--- config.mk ---
export PLATFORM = sky130hd
export DESIGN_NAME = qip_top
export DESIGN_NICKNAME = d
export VERILOG_FILES = /design/src/rtl/qip_pkg.sv /design/src/rtl/qip_top.sv /design/src/rtl/qip_pwm.sv
export SDC_FILE = /design/constraint.sdc
export NUM_CORES = 2
export LEC_CHECK = 0
export BUFFER_PORTS_ARGS = -buffer_cell sky130_fd_sc_hd__clkbuf_2
export CAP_MARGIN = 20
export CORE_MARGIN = 2
export CORE_UTILIZATION = 45
export CTS_BUF_LIST = sky130_fd_sc_hd__clkbuf_8
export CTS_CLUSTER_SIZE = 8
export DETAILED_ROUTE_END_ITERATION = 8
export SYNTH_ARGS = -nofsm -noshare
export SYNTH_HDL_FRONTEND = slang
export SYNTH_SLANG_ARGS = --single-unit
--- constraint.sdc ---
create_clock -name CLK -period 99.5 [get_ports CLK]
set_input_delay 9.95 -clock CLK [delete_from_list [all_inputs] [get_ports CLK]]
set_output_delay 9.95 -clock CLK [all_outputs]
set_load 0.005 [all_outputs]
--- src/rtl/qip_pkg.sv ---
// Purpose: Constants for the quadrature, index and PWM angle output block
// Assumes: 25 MHz system clock, 14-bit angle word
// Notes:   Register offsets are word addresses on the Avalon-MM slave
package qip_pkg;
  localparam int          CLK_HZ          = 25000000;
  localparam int          UPD_HZ          = 16000000;
  // Output state updates no faster than 16 MHz: UPD_CYC is 2 clocks, unused; qip_top may step every clock
  localparam int          UPD_CYC         = (CLK_HZ + UPD_HZ - 1) / UPD_HZ - 1 + 1;
  localparam int          ANG_W           = 14;
  localparam logic [3:0]  OFS_CFG_LO      = 4'h4;
  localparam logic [3:0]  OFS_CFG_HI      = 4'h5;
  localparam logic [3:0]  OFS_HYS         = 4'h8;
  localparam logic [3:0]  OFS_STAT        = 4'hc;
  localparam logic [9:0]  PPT_RST         = 10'h3ff;
  localparam logic [3:0]  SHAPE_RST       = 4'h0;
  localparam logic [7:0]  HYS_RST         = 8'h9c;
  localparam int          LO_PPT_POS      = 6;
  localparam int          LO_SHAPE_POS    = 0;
  // Hysteresis in angle LSBs, indexed by code group
  localparam logic [7:0]  HYS_C0 = 8'hc8, HYS_C1 = 8'hbc, HYS_C2 = 8'h94;
  localparam logic [7:0]  HYS_C3 = 8'h98, HYS_C4 = 8'h9c, HYS_C5 = 8'h74;
  localparam logic [7:0]  HYS_C6 = 8'h78, HYS_C7 = 8'h7c, HYS_C8 = 8'h54;
  localparam logic [7:0]  HYS_L0 = 8'h04, HYS_L1 = 8'h06, HYS_L2 = 8'h08;
  localparam logic [7:0]  HYS_L3 = 8'h10, HYS_L4 = 8'h18, HYS_L5 = 8'h20;
  localparam logic [7:0]  HYS_L6 = 8'h40, HYS_L7 = 8'h60, HYS_L8 = 8'h80;
  localparam int          PWM_STEPS       = 514;
  localparam int          PWM_SUB         = 32;
  localparam logic [14:0] PWM_LEAD        = 15'h0020;
  localparam logic [14:0] PWM_PERIOD      = 15'h4040;
endpackage

--- src/rtl/qip_top.sv ---
// Purpose: Quadrature/index encoder emulation and PWM angle output
// Assumes: ANGLE is the internal 14-bit absolute angle, synchronous to CLK
// Notes:   Registers over Avalon-MM, one cycle of waitrequest per access
`timescale 1ns/10ps
`default_nettype none
module qip_top
  import qip_pkg::*;
(
  input  wire logic             CLK,
  input  wire logic             SYS_RST,
  input  wire logic [ANG_W-1:0] ANGLE,
  input  wire logic [3:0]       AVS_ADDRESS,
  input  wire logic             AVS_READ,
  input  wire logic             AVS_WRITE,
  input  wire logic [31:0]      AVS_WRITEDATA,
  input  wire logic [3:0]       AVS_BYTEENABLE,
  output logic [31:0]           AVS_READDATA,
  output logic                  AVS_WAITREQUEST,
  output logic                  QUAD_A,
  output logic                  QUAD_B,
  output logic                  QUAD_Z,
  output logic                  PWM_OUT
);
  typedef enum logic [1:0] {QIP_IDLE, QIP_DONE} qip_bus_t;

  qip_bus_t         bus_reg, bus_next;
  logic [9:0]       ppt_reg, ppt_next;
  logic [3:0]       shape_reg, shape_next;
  logic [7:0]       hys_reg, hys_next;
  logic [31:0]      rd_reg, rd_next;
  logic [11:0]      pos_reg, pos_next;    // Quadrature step count, 0..4n-1
  logic [1:0]       ph_reg, ph_next;      // Two-bit binary phase, low bits of the step count
  logic             a_reg, a_next, b_reg, b_next, z_reg, z_next;
  logic [11:0]      edges;
  logic [25:0]      prod;
  logic [13:0]      bnd_lo, bnd_hi;
  logic [7:0]       hys_lsb;
  logic [13:0]      ang_up, ang_dn;
  logic [11:0]      pos_top;
  logic             step_up, step_dn;
  logic             sel;

  assign edges = {ppt_reg, 2'b00} + 12'h3;
  assign pos_top = edges;

  // Edge boundaries: k*16384/(4n); product kept wide
  function automatic logic [13:0] edge_at(input logic [11:0] k, input logic [11:0] e);
    logic [25:0] num;
    num = {k, 14'h0};
    return 14'((num + {14'h0, e}) / ({14'h0, e} + 26'h1) );
  endfunction
  assign prod = 26'h0;
  assign bnd_lo = edge_at(pos_reg, edges);
  assign bnd_hi = edge_at(pos_reg + 12'h1, edges);

  // Hysteresis code to angle LSBs; unknown codes use the default
  always_comb begin
    unique case (hys_reg)
      HYS_C0:  hys_lsb = HYS_L0;
      HYS_C1:  hys_lsb = HYS_L1;
      HYS_C2:  hys_lsb = HYS_L2;
      HYS_C3:  hys_lsb = HYS_L3;
      HYS_C4:  hys_lsb = HYS_L4;
      HYS_C5:  hys_lsb = HYS_L5;
      HYS_C6:  hys_lsb = HYS_L6;
      HYS_C7:  hys_lsb = HYS_L7;
      HYS_C8:  hys_lsb = HYS_L8;
      default: hys_lsb = HYS_L4;
    endcase
  end

  // Distance past each boundary, modulo one turn
  assign ang_up = ANGLE - bnd_hi;
  assign ang_dn = bnd_lo - ANGLE;
  assign step_up = (ang_up[13] == 1'b0) && (ang_up > {6'h0, hys_lsb});
  assign step_dn = (ang_dn[13] == 1'b0) && (ang_dn > {6'h0, hys_lsb}) && !step_up;

  // One step per clock at most: edges never closer than one update
  always_comb begin
    pos_next = pos_reg;
    if (pos_reg > pos_top) begin
      // Count shrank: drop into the last pulse, phase kept so A/B do not jump
      pos_next = {pos_top[11:2], pos_reg[1:0]};
    end else if (step_up) begin
      pos_next = (pos_reg == pos_top) ? 12'h0 : pos_reg + 12'h1;
    end else if (step_dn) begin
      pos_next = (pos_reg == 12'h0) ? pos_top : pos_reg - 12'h1;
    end
    // Phase tied to position, so every edge sits at a fixed angle
    ph_next  = pos_next[1:0];
    // Gray phase: B leads A by a quarter period going up
    a_next = ph_next[1] ^ 1'b0;
    b_next = ph_next[1] ^ ph_next[0];
    // Index window: shape picks which quarter of the zero pulse, and width
    sel = 1'b0;
    unique case (shape_reg[1:0])
      2'h0: sel = (pos_next == pos_top) || (pos_next == 12'h0);
      2'h1: sel = (pos_next == 12'h0);
      2'h2: sel = (pos_next <= 12'h1);
      2'h3: sel = (pos_next <= 12'h3);
    endcase
    z_next = shape_reg[2] ? (sel && !shape_reg[3]) || (pos_next == 12'h0 && shape_reg[3])
                          : sel;
  end

  // Avalon-MM slave: answer one cycle after the request
  always_comb begin
    bus_next   = QIP_IDLE;
    ppt_next   = ppt_reg;
    shape_next = shape_reg;
    hys_next   = hys_reg;
    rd_next    = rd_reg;
    if ((AVS_READ || AVS_WRITE) && bus_reg == QIP_IDLE) begin
      bus_next = QIP_DONE;
      rd_next  = 32'h0;
      unique case (AVS_ADDRESS)
        OFS_CFG_LO: rd_next = {24'h0, ppt_reg[1:0], 2'b00, shape_reg};
        OFS_CFG_HI: rd_next = {24'h0, ppt_reg[9:2]};
        OFS_HYS:    rd_next = {24'h0, hys_reg};
        OFS_STAT:   rd_next = {17'h0, z_reg, b_reg, a_reg, pos_reg[11:0]};
        default:    rd_next = 32'h0;
      endcase
    end
    // Write lands only at the edge where waitrequest is low
    if (AVS_WRITE && bus_reg == QIP_DONE && AVS_BYTEENABLE[0]) begin
      unique case (AVS_ADDRESS)
        OFS_CFG_LO: begin
          ppt_next[1:0] = AVS_WRITEDATA[LO_PPT_POS +: 2];
          shape_next    = AVS_WRITEDATA[LO_SHAPE_POS +: 4];
        end
        OFS_CFG_HI: ppt_next[9:2] = AVS_WRITEDATA[7:0];
        OFS_HYS:    hys_next = AVS_WRITEDATA[7:0];
        default:    ;
      endcase
    end
  end

  always_ff @(posedge CLK or posedge SYS_RST) begin
    if (SYS_RST) begin
      bus_reg   <= QIP_IDLE;
      ppt_reg   <= PPT_RST;
      shape_reg <= SHAPE_RST;
      hys_reg   <= HYS_RST;
      rd_reg    <= 32'h0;
      pos_reg   <= 12'h0;
      ph_reg    <= 2'h0;
      a_reg     <= 1'b0;
      b_reg     <= 1'b0;
      z_reg     <= 1'b0;
    end else begin
      bus_reg   <= bus_next;
      ppt_reg   <= ppt_next;
      shape_reg <= shape_next;
      hys_reg   <= hys_next;
      rd_reg    <= rd_next;
      pos_reg   <= pos_next;
      ph_reg    <= ph_next;
      a_reg     <= a_next;
      b_reg     <= b_next;
      z_reg     <= z_next;
    end
  end

  assign AVS_WAITREQUEST = (AVS_READ || AVS_WRITE) && bus_reg == QIP_IDLE;
  assign AVS_READDATA    = rd_reg;
  assign QUAD_A          = a_reg;
  assign QUAD_B          = b_reg;
  assign QUAD_Z          = z_reg;

  qip_pwm u_pwm (
    .clk   (CLK),
    .rst   (SYS_RST),
    .angle (ANGLE),
    .pwm   (PWM_OUT)
  );

  property p_one_edge;
    @(posedge CLK) disable iff (SYS_RST) !($changed(a_reg) && $changed(b_reg));
  endproperty
  a_one_edge: assert property (p_one_edge) else $error("A and B moved together");
  property p_quad;
    @(posedge CLK) disable iff (SYS_RST) (a_reg ^ b_reg) == (ph_reg[0]);
  endproperty
  a_quad: assert property (p_quad) else $error("quadrature phase broken");
  property p_rst_ppt;
    @(posedge CLK) $fell(SYS_RST) |-> ppt_reg == 10'h3ff;
  endproperty
  a_rst_ppt: assert property (p_rst_ppt) else $error("pulse count reset wrong");
  property p_z_zero;
    @(posedge CLK) disable iff (SYS_RST) z_reg |-> (pos_reg <= 12'h3 || pos_reg == pos_top);
  endproperty
  a_z_zero: assert property (p_z_zero) else $error("index away from zero");
  property p_wr_hi;
    @(posedge CLK) disable iff (SYS_RST)
      (AVS_WRITE && !AVS_WAITREQUEST && AVS_ADDRESS == OFS_CFG_HI && AVS_BYTEENABLE[0])
      |=> ppt_reg[9:2] == $past(AVS_WRITEDATA[7:0]);
  endproperty
  a_wr_hi: assert property (p_wr_hi) else $error("high count write lost");
  property p_step;
    @(posedge CLK) disable iff (SYS_RST) $changed(ph_reg) |-> $past(step_up || step_dn);
  endproperty
  a_step: assert property (p_step) else $error("step without hysteresis pass");
  property p_wait;
    @(posedge CLK) disable iff (SYS_RST) (AVS_READ && AVS_WAITREQUEST) |=> !AVS_WAITREQUEST;
  endproperty
  a_wait: assert property (p_wait) else $error("waitrequest held too long");
  property p_hys_rst;
    @(posedge CLK) $fell(SYS_RST) |-> hys_reg == HYS_RST;
  endproperty
  a_hys_rst: assert property (p_hys_rst) else $error("hysteresis reset wrong");
endmodule
`default_nettype wire

--- src/rtl/qip_pwm.sv ---
// Purpose: Angle-proportional PWM generator
// Assumes: Angle word sampled once at the start of each period
// Notes:   Period is 514*32 clocks; high time is 32 + angle clocks
`timescale 1ns/10ps
`default_nettype none
module qip_pwm
  import qip_pkg::*;
(
  input  wire logic             clk,
  input  wire logic             rst,
  input  wire logic [ANG_W-1:0] angle,
  output logic                  pwm
);
  logic [14:0]      cnt_reg, cnt_next;
  logic [14:0]      hi_reg, hi_next;
  logic             pwm_reg, pwm_next;

  // Period counter; duty spans 1/514 at zero to 513/514 at full scale
  always_comb begin
    cnt_next = (cnt_reg == PWM_PERIOD - 15'h1) ? 15'h0 : cnt_reg + 15'h1;
    hi_next  = (cnt_reg == PWM_PERIOD - 15'h1) ? PWM_LEAD + {1'b0, angle} : hi_reg;
    pwm_next = (cnt_next < hi_next);
  end

  always_ff @(posedge clk or posedge rst) begin
    if (rst) begin
      cnt_reg <= 15'h0;
      hi_reg  <= PWM_LEAD;
      pwm_reg <= 1'b0;
    end else begin
      cnt_reg <= cnt_next;
      hi_reg  <= hi_next;
      pwm_reg <= pwm_next;
    end
  end
  assign pwm = pwm_reg;

  property p_pwm_min;
    @(posedge clk) disable iff (rst) (cnt_reg == 15'h1) |-> pwm_reg;
  endproperty
  a_pwm_min: assert property (p_pwm_min) else $error("pwm low inside minimum duty");
  property p_pwm_max;
    @(posedge clk) disable iff (rst) (cnt_reg >= PWM_PERIOD - PWM_LEAD + 15'h1) |-> !pwm_reg;
  endproperty
  a_pwm_max: assert property (p_pwm_max) else $error("pwm high in minimum off time");
endmodule
`default_nettype wire

==> out/results.tsv <==
metric	value	unit
endpoints failing setup	0	
ranking of synthesized cells by area	ha_1 (20%), dfrtp_1 (5.4%), o21a_1 (5.2%), nand2_1 (5.0%), a21oi_1 (4.8%)	
dominant synthesized flop cell	dfrtp_1	
Clock Skew	7.32	ps
CP Class	reg -> reg	
Post-CTS Hold Buffers	0	
worst slew pin tran	1070	ps
DP Cell Count	5197	
Routed wire per std cell	17.5	um
total CTS buffers	9	
RSZ-0062 raised after global routing	false	
Die Span Y	268	um
vias in the first global route	29483	
HP Class	reg -> reg	
global-route usage over all layers	25.2	%
via count	31794	
f_max	0.0137	GHz
cell repeated most along the worst path	o21a_1	
buffer levels on the longest clock path	2	
Seq cells post-synth	83	
final WL	91300	um
worst skew pair latency	400	ps
Min Clock Period, post-route	73190	ps
post-synthesis sequential area ratio	6.68	%
Die Footprint	71800	um2
# IOs	95	
layout cells sized above 1	9.04	%
Most Crowded Layer GR	met2	
number of synthesized flops with an enable pin	0	
CTS clk-pin slew, worst paths	100	ps
CP max stage delay	880	ps
first-pass GRT wire length	150000	um
mapped cell area	31400	um2
Synth Warn #	0	
most frequent cells in the layout	ha_1 (492), nand2_1 (414), nor2_1 (359)	
post_cts resized	0	
DR DRC count	0	
hpwl dp	72500	um
post-CTS setup buffers	0	
die width	268	um
GR Util met3	1.65	%
commonest non-fill, non-tap cell in the layout	ha_1	
vias per cell	6.10	
input/output buffers	50	
slowest CP cell	dfstp_2	
Routed Antenna Nets	0	
met2 Usage GRT	42.0	%
number of max-cap violations	0	
status	finished, final reports clean	
routability cong.	0.939	
met1 Usage GRT	35.0	%
1st-iter DRT viols	1998	
Crit path required time	99730	ps
Synth Instances	4313	
Finished Layout Cells	5215	
final hold viol count	0	
Crit. End Element	flop	
pin count of the biggest net entering global routing	51	
Synth Area per Inst	7.27	um2
leading area contributor after synthesis	ha_1	
CP Max Fanout	27	
row cnt	96	
Startpoint Class	flop	
Synth top area share	19.6	%
H-tree depth	3	
Final TNS setup	0	ps
Overflow after GRT	0	
clock tree sinks	83	
Arr. time, crit path	73420	ps
Core Box Area	68800	um2
nets@finish	4829	
Yosys cell types	136	
worst reg2reg setup slack	26310	ps
asr flop ratio synth	100	%
Root Buffer	clkbuf_8	
TritonRoute pass-1 iters	6	
Tcrit/Tclk final	73.6	%
worst rel slew slack	28.5	%
Slew Limit Fails	0	
initial antenna violation count	4	
Area growth syn-to-layout	4.35	%
TritonCTS clock tree	yes	
Initial Util	45.6	%
## cell usage after synthesis (all sizes together), types with 31 or more instances
cell type / instances
nor3: 247
or2: 44
a21o: 98
inv: 153
and3: 36
nor2b: 52
ha: 492
or3: 58
nand2b: 60
nor2: 367
mux2i: 36
nand4: 31
a21oi: 303
clkbuf: 86
xor2: 86
buf: 69
o211ai: 50
o21a: 218
a211oi: 59
dfrtp: 68
nand3: 117
a31oi: 39
o31ai: 109
and2: 55
o21ai: 251
nand2: 417
mux2: 107
xnor2: 161
## worst paths after layout
| path | start | endpoint | cells past startpoint |
|---|---|---|---|
| setup reg to reg | ppt_reg[1]$_DFFE_PP1P_ | QUAD_Z$_DFF_PP0_ | 299 |
| setup / recovery | ppt_reg[1]$_DFFE_PP1P_ | QUAD_Z$_DFF_PP0_ | 299 |
| hold / removal | u_pwm.hi_reg[8]$_DFF_PP0_ | u_pwm.hi_reg[8]$_DFF_PP0_ | 2 |
| min in group asynchronous | SYS_RST | bus_reg[0]$_DFF_PP0_ | 2 |
| hold reg to reg | u_pwm.hi_reg[8]$_DFF_PP0_ | u_pwm.hi_reg[8]$_DFF_PP0_ | 2 |
| max in group asynchronous | SYS_RST | u_pwm.cnt_reg[12]$_DFF_PP0_ | 3 |
## worst max-delay path, delay by kind of cell (launching register included)
| kind | cells | cell delay (ps) |
|---|---|---|
| and+or+nand+nor | 72 | 17080 |
| DFF | 1 | 880 |
| adders and majority gates | 25 | 8080 |
| xor gates and xnor gates | 1 | 140 |
| muxes | 8 | 2890 |
| AOI/OAI and AO/OA | 179 | 40470 |
| buffers and inverters | 14 | 3220 |
## metal layers
layer,share of wire [%],routed length (um),up-vias
li1,-,-,16225
met1,49,44700,14808
met2,44,40400,645
met3,4.2,3790,112
met4,2.5,2300,4
met5,0.024,22,-
## kinds of logic after synthesis
group                      Yosys count  synth area share [%]
other                                1                0.0120
DFF                                 83                  6.68
muxes                              143                  5.11
AOI/OAI and AO/OA                 1433                  31.8
buffers and inverters              314                  4.30
adders and majority gates          496                  19.8
xor gates and xnor gates           247                  6.90
and+or+nand+nor                   1596                  25.4
## metrics by stage
| step | setup WS (ps) | hold WS (ps) | util (%) | area (um2) |
|---|---|---|---|---|
| 2_1_floorplan | 35820 | 434 | - | 31400 |
| 3_3_place_gp | 27740 | 452 | 47.2 | 32500 |
| 3_5_place_dp | 27390 | 459 | 47.2 | 32500 |
| 4_1_cts | 26930 | 483 | 47.5 | 32700 |
| 5_1_grt | 20080 | 502 | 47.6 | 32700 |
| 6_report | 26310 | 479 | 47.6 | 32700 |
## final cells by class
class | count | area [um2]
antenna | 2 | 5.00
clock buffer | 9 | 124
clock inverter | 7 | 98.8
fill | 7068 | 36100
inverter | 159 | 603
multi-input combinational | 3936 | 28100
sequential | 83 | 2100
tap | 931 | 1160
timing repair buffer | 88 | 536
Power is left out: the tool's default activity adds up to more than one toggle a clock period on the data nets, which glitch-free logic cannot reach.
